`src/fsp_pkg.sv`:
```
// Package for the flash security and protection block: register map,
// field positions, lock encodings and the carrier structs.
// Assumes an 8-bit register port with a 4-bit word index.
package fsp_pkg;

  // Register indices on the register port
  localparam logic [3:0] FSP_A_CFG = 4'h0;   // flash_eeprom_config
  localparam logic [3:0] FSP_A_PROT = 4'h1;  // protection_reg
  localparam logic [3:0] FSP_A_FLASH_STATUS_REG = 4'h2; // flash_status_reg
  localparam logic [3:0] FSP_A_OPT = 4'h3;   // security view
  localparam logic [3:0] FSP_A_ISTS = 4'h4;  // interrupt status
  localparam logic [3:0] FSP_A_IMSK = 4'h5;  // interrupt mask

  // Field positions
  localparam int FSP_CFG_PAGE = 6;   // eeprom_page_select
  localparam int FSP_CFG_KEYW = 5;   // key_write_enable
  localparam int FSP_FLASH_STATUS_REG_VIOL = 5; // protection_violation_flag
  localparam int FSP_OPT_BKEN = 7;   // backdoor_enable in nonvolatile_options_byte
  localparam int FSP_OPT_SECD = 2;   // secured status bit in security view
  localparam int FSP_LOCK_HI = 1;    // lock_state_field upper bit
  localparam int FSP_LOCK_LO = 0;    // lock_state_low_bit

  // Interrupt event bits
  localparam int FSP_EV_VIOL = 0;    // program/erase/mass erase blocked
  localparam int FSP_EV_OPEN = 1;    // security released
  localparam int FSP_EV_KFAIL = 2;   // key sequence rejected
  localparam int FSP_NEV = 3;

  // Values
  localparam logic [1:0] FSP_LOCK_OPEN = 2'h2;  // 1:0 is the only unsecured code
  localparam logic [1:0] FSP_LOCK_RST = 2'h3;   // erased value until loaded
  localparam logic [7:0] FSP_BYTE_RST = 8'h00;
  localparam logic [15:0] FSP_KEY_BASE = 16'hFFB0;
  localparam logic [15:0] FSP_KEY_LAST = 16'hFFB7;
  localparam logic [3:0] FSP_KEY_BYTES = 4'h8;
  localparam int FSP_KEY_W = 64;
  localparam int FSP_SECT_HI = 15;    // protection granule is 256 bytes
  localparam int FSP_SECT_LO = 8;
  localparam logic [8:0] FSP_SECT_TOP = 9'h0FF;

  // Key window state
  typedef enum logic [0:0] {
    FSP_KS_IDLE = 1'b0,
    FSP_KS_ARMED = 1'b1
  } fsp_ks_t;

  // Register port request
  typedef struct packed {
    logic wr;
    logic rd;
    logic [3:0] addr;
    logic [7:0] wdata;
    logic bdm;        // access comes from a background debug command
  } fsp_bus_t;

  // Flash array write from the core or debug controller
  typedef struct packed {
    logic vld;
    logic [15:0] addr;
    logic [7:0] data;
    logic secure;     // executing code lives in secure memory
    logic bdm;        // issued by a background debug command
  } fsp_fwr_t;

  // All state of the block
  typedef struct packed {
    logic loaded;
    logic [1:0] lock;
    logic page;
    fsp_ks_t ks;
    logic [7:0] prot;
    logic fviol;
    logic [FSP_NEV-1:0] ists;
    logic [FSP_NEV-1:0] imsk;
    logic [3:0] kcnt;
    logic kbad;
    logic kprev;
    logic [7:0] rdata;
    logic irq;
    logic secd;
    logic dbg;
    logic bgnd;
    logic cmd_go;
    logic mass_go;
  } fsp_state_t;

endpackage

```
`src/fsp_top.sv`:
```
// Flash security and protection logic: lock decode, debug gating,
// backdoor key check, protection register that software can only grow, violation flags
// and EEPROM page select.
// Assumes the nonvolatile bytes are stable from reset release on, and
// that flash writes and register strobes are synchronous to i_clk.
//
// How it works
// - Lock code 1:0 means unsecured and every other code, erased 1:1 included, means secured.
// - The debug module enable is held off while the part is secured.
// - Background access stays open when secured, but active background mode needs the pin low at reset.
// - With backdoor_enable at 0 the key window cannot open, so only a full erase unlocks.
// - Key range writes are key bytes while key_write_enable is set and flash commands otherwise.
// - Clearing the enable after eight matching bytes forces the lock to 1:0 until reset.
// - Key bytes are taken only from code in secure memory, never from debug commands alone.
// - Only debug commands may shrink protection; application writes cannot.
// - A blank check that finds flash erased releases security until reset.
// - The option and key bytes sit in the top protected block, so protecting it guards them.
// - The page select bit maps page 0 or page 1 into the foreground, never both.
// - The protection register loads from the nonvolatile protection byte on the first clock after reset release.
// - The protection register always reads back and software can only enlarge it.
// - A program or erase to a protected address is blocked and sets the violation flag.
// - Mass erase is refused while any sector is protected.
`timescale 1ns/1ns
module fsp_top (
  input wire logic i_clk,                         // System bus clock
  input wire logic i_nrst,                        // Async reset, active low
  input wire fsp_pkg::fsp_bus_t i_bus,            // Register port request
  input wire fsp_pkg::fsp_fwr_t i_fwr,            // Flash array write
  input wire logic i_mass_req,                    // Mass erase request pulse
  input wire logic i_blank_ok,                    // Blank check found all erased
  input wire logic i_dbg_req,                     // Debug module enable request
  input wire logic i_bgnd_req,                    // Background mode entry request
  input wire logic i_pin_low_at_rst,              // debug_pin low at reset rise
  input wire logic [7:0] i_nv_opt,                // nonvolatile_options_byte
  input wire logic [7:0] i_nv_prot,               // nonvolatile_protection_byte
  input wire logic [fsp_pkg::FSP_KEY_W-1:0] i_nv_key, // backdoor_key_locations
  output logic [7:0] o_rdata,                     // Read data, cycle after strobe
  output logic o_irq,                             // Level interrupt
  output logic o_secured,                         // Part secured
  output logic o_dbg_en,                          // Debug module enabled
  output logic o_bgnd,                            // Active background mode
  output logic o_page_sel,                        // Foreground EEPROM page
  output logic o_cmd_go,                          // Flash command start pulse
  output logic o_mass_go                          // Mass erase start pulse
);

  ////////////////////////////////////////////////////////////////////////
  // State and helpers

  fsp_pkg::fsp_state_t st_q;
  fsp_pkg::fsp_state_t st_d;

  // Address falls in the protected top region of prot 256-byte sectors
  function automatic logic prot_hit(input logic [15:0] a, input logic [7:0] p);
    logic [8:0] sum;
    sum = {1'b0, a[fsp_pkg::FSP_SECT_HI:fsp_pkg::FSP_SECT_LO]} + {1'b0, p};
    prot_hit = (sum > fsp_pkg::FSP_SECT_TOP);
  endfunction

  logic key_rng;
  logic bk_en;
  logic cfg_wr;
  logic key_close;
  logic key_wr;
  logic [2:0] kidx;
  logic [7:0] key_byte;

  // Decode of the key window; the key range is fixed, not relocatable
  assign key_rng = (i_fwr.addr >= fsp_pkg::FSP_KEY_BASE) && (i_fwr.addr <= fsp_pkg::FSP_KEY_LAST);
  assign bk_en = i_nv_opt[fsp_pkg::FSP_OPT_BKEN];
  assign cfg_wr = i_bus.wr && (i_bus.addr == fsp_pkg::FSP_A_CFG);
  assign key_close = cfg_wr && (st_q.ks == fsp_pkg::FSP_KS_ARMED)
                     && !i_bus.wdata[fsp_pkg::FSP_CFG_KEYW];
  assign key_wr = i_fwr.vld && key_rng && (st_q.ks == fsp_pkg::FSP_KS_ARMED);
  assign kidx = i_fwr.addr[2:0];
  assign key_byte = i_nv_key[{kidx, 3'h0} +: 8];

  ////////////////////////////////////////////////////////////////////////
  // Next-state logic

  // Event count, declared ahead of the process that sizes its vectors by it
  localparam int FSP_NEV_LOC = fsp_pkg::FSP_NEV;

  always_comb
  begin
    logic [FSP_NEV_LOC-1:0] ev;
    logic [FSP_NEV_LOC-1:0] clr;
    logic viol;
    ev = '0;
    clr = '0;
    viol = 1'b0;
    st_d = st_q;
    st_d.cmd_go = 1'b0;
    st_d.mass_go = 1'b0;
    st_d.kprev = 1'b0;
    st_d.rdata = fsp_pkg::FSP_BYTE_RST;

    // First cycle after reset release takes the nonvolatile bytes
    if (!st_q.loaded)
    begin
      st_d.loaded = 1'b1;
      st_d.lock = i_nv_opt[fsp_pkg::FSP_LOCK_HI:fsp_pkg::FSP_LOCK_LO];
      st_d.prot = i_nv_prot;
      // Pin strap is the only way into background mode when secured
      st_d.bgnd = i_pin_low_at_rst;
    end
    else
    begin
      // Register writes
      if (i_bus.wr)
      begin
        case (i_bus.addr)
          fsp_pkg::FSP_A_CFG:
          begin
            st_d.page = i_bus.wdata[fsp_pkg::FSP_CFG_PAGE];
            // Window cannot open while the backdoor is disabled
            if (i_bus.wdata[fsp_pkg::FSP_CFG_KEYW] && bk_en)
            begin
              if (st_q.ks == fsp_pkg::FSP_KS_IDLE)
              begin
                st_d.kcnt = '0;
                st_d.kbad = 1'b0;
              end
              st_d.ks = fsp_pkg::FSP_KS_ARMED;
            end
            else
              st_d.ks = fsp_pkg::FSP_KS_IDLE;
          end
          fsp_pkg::FSP_A_PROT:
          begin
            // Debug may relax; software may only grow the region
            if (i_bus.bdm || (i_bus.wdata > st_q.prot))
              st_d.prot = i_bus.wdata;
          end
          fsp_pkg::FSP_A_FLASH_STATUS_REG:
            if (i_bus.wdata[fsp_pkg::FSP_FLASH_STATUS_REG_VIOL])
              st_d.fviol = 1'b0;
          fsp_pkg::FSP_A_ISTS:
            clr = i_bus.wdata[FSP_NEV_LOC-1:0];
          fsp_pkg::FSP_A_IMSK:
            st_d.imsk = i_bus.wdata[FSP_NEV_LOC-1:0];
          default:
            st_d.imsk = st_q.imsk;
        endcase
      end

      // Key byte collection: in order, from secure code, not adjacent
      if (key_wr)
      begin
        st_d.kprev = 1'b1;
        if (!i_fwr.secure || i_fwr.bdm || st_q.kprev
            || (kidx != st_q.kcnt[2:0]) || (st_q.kcnt >= fsp_pkg::FSP_KEY_BYTES)
            || (i_fwr.data != key_byte))
          st_d.kbad = 1'b1;
        if (st_q.kcnt < fsp_pkg::FSP_KEY_BYTES)
          st_d.kcnt = st_q.kcnt + 4'h1;
      end

      // Closing the window decides the unlock
      if (key_close)
      begin
        if (!st_q.kbad && (st_q.kcnt == fsp_pkg::FSP_KEY_BYTES) && bk_en)
        begin
          st_d.lock = fsp_pkg::FSP_LOCK_OPEN;
          ev[fsp_pkg::FSP_EV_OPEN] = 1'b1;
        end
        else
          ev[fsp_pkg::FSP_EV_KFAIL] = 1'b1;
      end

      // Erased flash releases security
      if (i_blank_ok)
      begin
        st_d.lock = fsp_pkg::FSP_LOCK_OPEN;
        ev[fsp_pkg::FSP_EV_OPEN] = 1'b1;
      end

      // Program/erase start, blocked over protected sectors; the
      // option and key bytes share the top block with the vectors
      if (i_fwr.vld && !key_wr)
      begin
        if (prot_hit(i_fwr.addr, st_q.prot))
          viol = 1'b1;
        else
          st_d.cmd_go = 1'b1;
      end
      if (i_mass_req)
      begin
        if (st_q.prot != fsp_pkg::FSP_BYTE_RST)
          viol = 1'b1;
        else
          st_d.mass_go = 1'b1;
      end

      // Background entry after reset only while unsecured
      if (i_bgnd_req && (st_q.lock == fsp_pkg::FSP_LOCK_OPEN))
        st_d.bgnd = 1'b1;
    end

    // Sticky flags: a new event wins over a same-cycle clear
    ev[fsp_pkg::FSP_EV_VIOL] = viol;
    if (viol)
      st_d.fviol = 1'b1;
    st_d.ists = (st_q.ists & ~clr) | ev;

    // Derived outputs, registered
    st_d.secd = (st_d.lock != fsp_pkg::FSP_LOCK_OPEN);
    st_d.dbg = i_dbg_req && !st_d.secd;
    st_d.irq = |(st_d.ists & st_d.imsk);

    // Read data stands in the cycle after the strobe only
    if (i_bus.rd)
    begin
      case (i_bus.addr)
        fsp_pkg::FSP_A_CFG:
        begin
          st_d.rdata[fsp_pkg::FSP_CFG_PAGE] = st_q.page;
          st_d.rdata[fsp_pkg::FSP_CFG_KEYW] = (st_q.ks == fsp_pkg::FSP_KS_ARMED);
        end
        fsp_pkg::FSP_A_PROT:
          st_d.rdata = st_q.prot;
        fsp_pkg::FSP_A_FLASH_STATUS_REG:
          st_d.rdata[fsp_pkg::FSP_FLASH_STATUS_REG_VIOL] = st_q.fviol;
        fsp_pkg::FSP_A_OPT:
        begin
          st_d.rdata[fsp_pkg::FSP_OPT_BKEN] = bk_en;
          st_d.rdata[fsp_pkg::FSP_OPT_SECD] = st_q.secd;
          st_d.rdata[fsp_pkg::FSP_LOCK_HI:fsp_pkg::FSP_LOCK_LO] = st_q.lock;
        end
        fsp_pkg::FSP_A_ISTS:
          st_d.rdata[FSP_NEV_LOC-1:0] = st_q.ists;
        fsp_pkg::FSP_A_IMSK:
          st_d.rdata[FSP_NEV_LOC-1:0] = st_q.imsk;
        default:
          st_d.rdata = fsp_pkg::FSP_BYTE_RST;
      endcase
    end
  end

  ////////////////////////////////////////////////////////////////////////
  // State register; reset leaves the part secured and fully protected
  // until the nonvolatile bytes are taken on the first clock

  always_ff @(posedge i_clk or negedge i_nrst)
  begin
    if (!i_nrst)
    begin
      st_q <= '0;
      st_q.lock <= fsp_pkg::FSP_LOCK_RST;
      st_q.secd <= 1'b1;
      st_q.prot <= '1;
    end
    else
      st_q <= st_d;
  end

  assign o_rdata = st_q.rdata;
  assign o_irq = st_q.irq;
  assign o_secured = st_q.secd;
  assign o_dbg_en = st_q.dbg;
  assign o_bgnd = st_q.bgnd;
  assign o_page_sel = st_q.page;
  assign o_cmd_go = st_q.cmd_go;
  assign o_mass_go = st_q.mass_go;
endmodule

```
`config.mk`:
```
export PLATFORM = sky130hd
export DESIGN_NAME = fsp_top
export DESIGN_NICKNAME = d
export VERILOG_FILES = /design/src/fsp_pkg.sv /design/src/fsp_top.sv
export SDC_FILE = /design/constraint.sdc
export NUM_CORES = 1
export LEC_CHECK = 0
export BUFFER_PORTS_ARGS = -buffer_cell sky130_fd_sc_hd__buf_2
export CAP_MARGIN = 20
export CELL_PAD_IN_SITES_DETAIL_PLACEMENT = 0
export CELL_PAD_IN_SITES_GLOBAL_PLACEMENT = 1
export CORE_MARGIN = 2
export CORE_UTILIZATION = 34
export CTS_CLUSTER_SIZE = 20
export DETAILED_ROUTE_END_ITERATION = 8
export PLACE_DENSITY = 0.79
export SKIP_LAST_GASP = 1
export SYNTH_ARGS = -nofsm -noshare
export SYNTH_HDL_FRONTEND = slang
export SYNTH_SLANG_ARGS = --single-unit
```
`constraint.sdc`:
```
create_clock -name i_clk -period 2.6 [get_ports i_clk]
set_input_delay 0.13 -clock i_clk [delete_from_list [all_inputs] [get_ports i_clk]]
set_output_delay 0.13 -clock i_clk [all_outputs]
set_load 0.005 [all_outputs]
```
# --- Word level (Yosys, flattened, before mapping) ---
# Cells that the tools add are included.
classes:
  add_sub_neg: 2
  n_lt_le_gt_ge: 6
  eq_ne: 14
  shift: 1
  muxes: 48
  n_bitwise: 4
  n_reduce_logical: 33
ops:
  columns: ["operator", "n"]
  rows:
  - ["indexed part select 64 x 7 -> 8 bit", 1]
  - ["two-way mux 8 bit", 5]
  - ["two-way mux 1 bit", 20]
  - ["two-way mux 9 bit", 2]
  - [">= comparator 16 bit (second input constant)", 1]
  - ["<= comparator 16 bit (second input constant)", 1]
  - ["two-way mux 2 bit", 8]
  - ["two-way mux 5 bit", 3]
  - ["logical AND 1 bit", 12]
  - ["two-way mux 3 bit", 4]
  - ["one-hot mux 3 bit (4 select lines)", 1]
  - ["adder 8 x 8 -> 9 bit", 1]
  - ["> comparator 9 x 8 -> 1 bit (second input constant)", 1]
  - ["equality test 4 x 2 -> 1 bit (second input constant)", 2]
  - ["equality test 4 x 3 -> 1 bit (second input constant)", 2]
  - ["> comparator 8 bit", 1]
  - ["inequality test 8 bit", 1]
  - ["nonzero test 2 bit", 4]
  - ["nonzero test 8 bit", 1]
  - ["bitwise AND 3 bit", 2]
  - ["logical OR 1 bit", 6]
  - ["two-way mux 6 bit", 1]
  - ["inequality test 2 x 1 -> 1 bit (second input constant)", 3]
  - ["AND reduction 3 bit", 2]
  - ["17 further kinds", 23]
word_totals:
  register_bits: 40
  inputBits: 129
  word_cells: 126

# --- Depth between registers and ports, before layout ---
# Gate-level depths: netlist (run 1).
depth:
  word_depth: 13
  mapped_depth: 10
  mapped_depth_nobuf: 10

# --- Least setup slack after synthesis (run 1) ---
# Ideal clock, no wire load.
synth_path:
  kind: "reg-to-reg"
  startpoint: "register st_q[28] (netlist name)"
  endpoint: "register st_q[27] (netlist name)"
  setup_time_ns: 0.060
  arrival_time_ns: 2.067
  required_ns: 2.540
  path_slack_ns: 0.473
  stages_incl_launch_ff: 10
  path_cell_list: "dfstp_2 > inv_1 > ha_1 > nor2b_1 > o211ai_1 > a21oi_1 > o22a_1 > o2111ai_1 > o22a_1 > o21a_1"
synth_via:
  elab_chain_len: 4
synth_lines:
  columns: ["element", "line_no", "source"]
  rows:
  - ["start: declaration", "fsp_top.sv:50", "fsp_pkg::fsp_state_t st_q;"]
  - ["start signal: assignment", "fsp_top.sv:254", "st_q <= st_d;"]
  - ["> comparator 8 bit", "fsp_top.sv:132", "if (i_bus.bdm || (i_bus.wdata > st_q.prot))"]
  - ["logical OR 1 bit", "fsp_top.sv:132", null]
  - ["inequality test 2 x 1 -> 1 bit (no source line)", null, null]
  - ["AND reduction 3 bit (no source line)", null, null]
# Every way passes these cells.
# A chain may end at the register's enable or synchronous reset.

==> results of run 1 <==
## final cells by class
class	instances	area [um2]	share of cell area [%]
Sequential cell	40	1010	26.7
Timing Repair Buffer	144	736	19.4
Tap cell	108	135	3.56
Clock buffer	8	90.1	2.37
Inverter	18	67.6	1.78
Multi-Input combinational cell	219	1750	46.2
## stage by stage
step | cells | total power, mW | area (um2) | hold WS (ps)
after global placement | 529 | 1.12 | 3710 | 311
after detailed placement | 529 | 1.14 | 3710 | 319
after floorplan | 297 | 0.950 | 2970 | -166
final | 537 | 1.55 | 3800 | -16.7
after global routing | 537 | 1.64 | 3800 | 51.9
after CTS | 537 | 1.56 | 3800 | 15.4
## state kept, by name (all words and copies together) (netlist names)
register    cells
o_bgnd          1
o_rdata         8
o_dbg_en        1
o_cmd_go        1
st_q           25
o_mass_go       1
o_secured       1
o_page_sel      1
o_irq           1
## logic make-up after synthesis
group / count (synthesis) / synth area share (%)
multiplexers: 30 / 15.8
buffers and inverters: 38 / 6.71
AO/OA/AOI/OAI: 71 / 16.5
adder cells (fa/ha/maj): 18 / 7.84
flip-flops: 40 / 34.2
other: 1 / 0.126
AND/OR/NAND/NOR: 88 / 15.6
XOR/XNOR: 11 / 3.25
## worst min-delay path by stage
stage,startpoint,slack [ps],end,depth (start not counted)
final,i_nrst,-20,o_rdata[5]$_DFF_PN0_,1
after global routing,i_nrst,50,o_rdata[4]$_DFF_PN0_,1
after CTS,i_nrst,20,st_q[22]$_DFF_PN0_,1
after detailed placement,i_nrst,320,o_rdata[4]$_DFF_PN0_,1
after global placement,i_nrst,310,o_rdata[7]$_DFF_PN0_,1
after floorplan,i_nrst,-170,o_bgnd$_DFFE_PN0P_,0
## metal layers
| layer | global-route usage, % | part of all wire [%] | vias up | wire (um) |
|---|---|---|---|---|
| met5 | 0 | 0 | - | 0 |
| met4 | 4.59 | 1.4 | 0 | 114 |
| met3 | 3.17 | 6.9 | 11 | 565 |
| met2 | 31.9 | 51 | 110 | 4210 |
| met1 | 20.8 | 41 | 1324 | 3340 |
| li1 | - | - | 1371 | - |
## critical path, stage by stage (launching register included)
cell      delay [ps]
dfstp_2          590
ha_1             170
inv_1             50
fa_1             360
nor2b_1          110
o21a_1           110
o21a_1           100
o221ai_1         130
a21oi_1          330
o21a_1           190
a221o_1          100
## cell usage in the layout, fill, tap and decap left out, types with 2 or more instances in the layout
cell	count
a31oi_1	9
a22o_1	3
a221oi_1	4
nor3b_1	3
o21ai_0	7
a22oi_1	2
xor2_1	5
buf_4	6
o22a_1	3
o21a_1	5
a211oi_1	2
mux4_1	9
clkbuf_1	2
a32o_1	2
nand2b_1	2
nor4_1	4
dfstp_2	11
inv_1	18
mux2_2	7
nand2_1	23
nor2b_1	9
a32oi_1	2
nor2_1	16
nand3b_1	2
nand3_1	4
a21oi_1	11
nand4_1	8
dfrtp_1	29
a21o_1	3
mux2i_1	13
ha_1	17
and3_1	4
buf_2	138
o211ai_1	2
clkbuf_8	6
xnor2_1	6
o22ai_1	10
nor3_1	5
## where the power goes
| part | switching (mW) | leakage [nW] | internal (mW) | total (mW) |
|---|---|---|---|---|
| Combinational | 0.196 | 1.33 | 0.212 | 0.408 |
| Clock | 0.211 | 0.0455 | 0.217 | 0.428 |
| Sequential | 0.0368 | 0.491 | 0.676 | 0.713 |
| Total | 0.444 | 1.86 | 1.10 | 1.55 |
==> qor.txt, run 1 <==
Setup crit end kind = flop
Finished Core Util = 44.2%
R2r startpoint = st_q[27]$_DFFE_PN1P_
ANT cells = 0
Syn. warnings = 0
DRC Markers = 0
EDFF count, synth = 0
Fmax achieved = 436 MHz
DRT Wirelength = 8230 um
Final Hold Viols = 27
Initial antenna violation count = 0
Fin nets = 575
Fill cell count = 877
Worst Setup EP = o_irq$_DFF_PN0_
Clock Skew = 3.91 ps
Top cell type's share of synthesized area = 24.5%
Register bit total from synthesis = 40
DP HPWL = 6670 um
Core Area = 8590 um2
GPL Wtd Cong = 0.801
Synth area leader = dfrtp_1
DIE WIDTH = 97.4 um
Peak fanout along the critical path = 5
Drt initial violations = 111
RSZ-0062 raised after global routing = no
CTS Hold Bufs = 0
Post-DR vias/cell = 5.24
Max_cap viols = 0
Post-synth ARST share = 100%
Post-Syn Nets = 444
Count leader, synth = dfrtp_1
Die area = 9490 um2
Worst-path clk slew = 80 ps
Post-synth top cells = dfrtp_1, nand2_1, inv_1
CTS buffer count = 5
Synth area leaders = dfrtp_1, dfstp_2, mux4_1, ha_1, mux2i_1
Worst R2R Setup Slack = 310 ps
TritonCTS Sinks = 40
GRT Total Usage = 17.4%
LEAKAGE = 1.86 nW
Sequential fraction of the synthesis area = 34.2%
Status = finished with violations
Worst skew pair latency = 280 ps
DP Worst Slack = 292 ps
Wire length per cell = 15.3 um
Worst R2R Path Depth = 10
Die Span Y = 97.4 um
Via count of the first global-routing pass = 2875
H-tree Lvls = 2
Drt pass-1 iters = 4
Setup bufs post-CTS = 0
GRT overflow = 0
Main synth FF type = dfrtp_1
Worst slew pin tran = 926 ps
I/O Buffers = 138
Violated checks = hold timing
CP required = 2830 ps
Hold Slack = -16.7 ps
First-pass GRT wire length = 13600 um
Final slew viol count = 0
Layout cell share with drive strength beyond 1 = 39.9%
Worst R2R End = o_irq$_DFF_PN0_
Root buffer cell = clkbuf_8
Final setup fails = 0
TNS Setup = 0 ps
Setup ws final = 305 ps
Avg Cell Area, Syn = 9.99 um2
Worst setup path class = flop to flop
Final period utilization = 88.3%
CTS tree = yes
Power Dens Cells = 408 nW/um2
Largest net degree at the start of global routing = 41
Post-CTS Resized = 0
Worst hold-check path type = input port to asynchronous set/reset pin
Peak supply drop = 0.000199 V
Post-layout min period = 2290 ps
Worst Setup Start Kind = flop
Unique masters post-synth = 57
Gate Count Post-Synth = 297
I/O Pins = 144
DR vias = 2816
Max-slew headroom = 38.3%
CP Data Arrival Time = 2520 ps
Routed Antenna Nets = 0
Row cnt = 34
P&R area growth vs syn = 28.0%
Initial Utilization = 34.5%
Synthesized area = 2970 um2
Clock buffer depth = 2
Worst Setup SP = st_q[27]$_DFFE_PN1P_
No activity file was read; power rests on OpenSTA's default activity.
==> inputs of run 2 (changes only) <==
--- a/config.mk
+++ b/config.mk
@@ -5,15 +5,16 @@
 export SDC_FILE = /design/constraint.sdc
 export NUM_CORES = 1
 export LEC_CHECK = 0
+export ABC_AREA = 1
 export BUFFER_PORTS_ARGS = -buffer_cell sky130_fd_sc_hd__buf_2
 export CAP_MARGIN = 20
 export CELL_PAD_IN_SITES_DETAIL_PLACEMENT = 0
 export CELL_PAD_IN_SITES_GLOBAL_PLACEMENT = 1
 export CORE_MARGIN = 2
-export CORE_UTILIZATION = 34
+export CORE_UTILIZATION = 25
 export CTS_CLUSTER_SIZE = 20
 export DETAILED_ROUTE_END_ITERATION = 8
-export PLACE_DENSITY = 0.79
+export PLACE_DENSITY = 0.63
 export SKIP_LAST_GASP = 1
 export SYNTH_ARGS = -nofsm -noshare
 export SYNTH_HDL_FRONTEND = slang
==> constraint.sdc (replaced) <==
create_clock -name i_clk -period 2.3 [get_ports i_clk]
set_input_delay 0.115 -clock i_clk [delete_from_list [all_inputs] [get_ports i_clk]]
set_output_delay 0.115 -clock i_clk [all_outputs]
set_load 0.005 [all_outputs]
==> run 2 against run 1 <==
The run still ends with hold timing left; global-route usage is 2.8 points lower; routed wire length rose by 26%; combinational power increased by 37%; synthesized area increased by 13%; total power rose by 34%; non-clock buffer count shrank 1.
==> qor.txt, run 2 <==
Initial Utilization = 25.5%
Peak supply drop = 0.000248 V
Commonest non-fill, non-tap cell in the layout = nand2_1
CP Data Arrival Time = 2270 ps
Drt pass-1 iters = 4
Finished Core Util = 32.4%
CP max-delay cell = dfstp_2
Violated checks = hold timing
Worst-path clk slew = 60 ps
Sequential fraction of the synthesis area = 30.2%
Post-layout min period = 2050 ps
DIE WIDTH = 120 um
Post-Syn Nets = 663
Register with the most flip-flops = st_q
Row cnt = 42
Setup crit end kind = flop
DRT Wirelength = 10400 um
Clock buffer depth = 2
Combinational power share = 26.7%
Multi-input logic area = 1850 um2
Largest net degree at the start of global routing = 41
GRT Total Usage = 14.6%
CTS tree = yes
DRC Markers = 0
Unique masters post-synth = 41
CTS buffer count = 5
Gate Count Post-Synth = 516
Register share of total power = 39.8%
Max stage delay on crit path = 540 ps
Synthesized area = 3360 um2
Initial antenna violation count = 0
RSZ-0062 raised after global routing = no
Worst Setup Start Kind = flop
Post-DR vias/cell = 4.33
DR vias = 3552
Final setup fails = 0
Setup bufs post-CTS = 0
Fmax achieved = 487 MHz
Worst hold-check path type = input port to asynchronous set/reset pin
Fin nets = 790
Status = finished with violations
I/O Buffers = 138
LEAKAGE = 2.43 nW
Top cell type's share of synthesized area = 21.6%
Synth area leader = dfrtp_1
Clock Skew = 4.83 ps
Routed Antenna Nets = 0
Reg area = 1010 um2
Post-CTS Resized = 0
Post-synth top cells = nand2_1, inv_1, nand3_1
Top Family by Delay on Critical Path = simple AND/OR/NAND/NOR gates
EDFF count, synth = 0
Drt initial violations = 195
Worst setup path class = flop to flop
Die Span Y = 120 um
Commonest non-fill, non-tap cells in the layout = nand2_1, buf_2, inv_1, nand3_1, nor2_1
I/O Pins = 144
Layout cell share with drive strength beyond 1 = 27.6%
Main synth FF type = dfrtp_1
CP most frequent cell = nand3_1
Post-synth ARST share = 100%
Synth area leaders = dfrtp_1, nand2_1, inv_1, nand3_1, dfstp_2
Max reg flops = 25
Worst skew pair latency = 280 ps
Die area = 14400 um2
Switching share of power = 30.7%
CP Cell Sequence = ha_1, inv_1, fa_1, o21ai_0, nand4_1, nand3_1, nand3b_1, nand3_1, nand2_1, nand3_1
Max_cap viols = 0
Count leader, synth = nand2_1
Sw Pwr = 0.638 mW
Internal power = 1.44 mW
Root buffer cell = clkbuf_16
DP HPWL = 8420 um
Worst slew pin tran = 900 ps
Final Hold Viols = 29
Max-slew headroom = 40.0%
Wire length per cell = 12.7 um
CTS Hold Bufs = 0
Register bit total from synthesis = 40
Final slew viol count = 0
Buffers plus inverters on the worst setup path = 1
ANT cells = 0
Core Area = 13200 um2
Fill cell count = 1491
Avg Cell Area, Syn = 6.51 um2
Hold Slack = -38.3 ps
First-pass GRT wire length = 17000 um
Final period utilization = 89.3%
Clock share of power = 33.5%
TNS Setup = 0 ps
Peak fanout along the critical path = 2
H-tree Lvls = 2
TritonCTS Sinks = 40
Syn. warnings = 0
GPL Wtd Cong = 0.846
Power Dens Cells = 487 nW/um2
GRT overflow = 0
P&R area growth vs syn = 27.3%
CP required = 2520 ps
Via count of the first global-routing pass = 3526
run 2: changes by cell type after synthesis, moves of 10 or more:
cell     change
nand2_1    +134
inv_1       +62
nand3_1     +54
nor2_1      +32
mux2i_1     -13
o21ai_0     +12
o21ai_1     +11
o22ai_1     -10
run 2: per-stage QoR:
| step | instances | instance area, um2 | total power, mW | hold slack, ps | setup slack, ps |
|---|---|---|---|---|---|
| floorplan | 516 | 3360 | 1.17 | -181 | 434 |
| global placement | 812 | 4130 | 1.39 | 301 | 301 |
| detailed placement | 812 | 4130 | 1.40 | 303 | 263 |
| CTS | 820 | 4280 | 2.11 | 3.53 | 240 |
| global route | 820 | 4280 | 2.22 | 57.3 | 124 |
| finish | 820 | 4280 | 2.08 | -38.3 | 245 |
run 2: cells by family (layout without fill, tap and decap cells):
logic type	count (synthesis)	after routing	synth area share, %
and+or+nand+nor	296	296	38.4
DFF	40	40	30.2
other	1	1	0.112
AOI/OAI and AO/OA	51	51	8.72
xor gates and xnor gates	3	3	0.783
adders and majority gates	18	18	6.93
buffers and inverters	107	235	14.8
run 2: metal layers:
metal	track usage (%)	vias up	share of wire [%]
li1	-	1869	-
met1	20.8	1573	49
met2	23.6	103	45
met3	1.85	7	5.7
met4	2.87	0	0.67
met5	0	-	0
run 2: final cells by class:
cell class                      instances  share of cell area (%)
Sequential cell                        40                    23.7
Timing Repair Buffer                  143                    17.0
Clock inverter                          2                   0.234
Inverter                               84                    7.43
Tap cell                              176                    5.15
Clock buffer                            6                    3.25
Multi-Input combinational cell        369                    43.2
run 2: final timing paths:
kind / slack [ps] / cells after the start / from / end
worst min-delay path: -40 / 1 / i_nrst / o_rdata[2]$_DFF_PN0_
max in group asynchronous: 1780 / 1 / i_nrst / st_q[18]$_DFFE_PN0P_
worst max-delay path: 250 / 10 / st_q[27]$_DFFE_PN1P_ / o_irq$_DFF_PN0_
min in group i_clk: 50 / 3 / i_bus[13] / o_rdata[5]$_DFF_PN0_
worst max register to register: 250 / 10 / st_q[27]$_DFFE_PN1P_ / o_irq$_DFF_PN0_
worst min register to register: 480 / 2 / st_q[28]$_DFFE_PN1P_ / st_q[28]$_DFFE_PN1P_
run 2: power by group through the flow:
stage / Combinational, mW / Clock (mW) / Sequential (mW)
finish: 0.557 / 0.697 / 0.828
global route: 0.642 / 0.741 / 0.836
CTS: 0.563 / 0.721 / 0.828
global placement: 0.553 / 0 / 0.839
floorplan: 0.345 / 0 / 0.822
detailed placement: 0.560 / 0 / 0.839
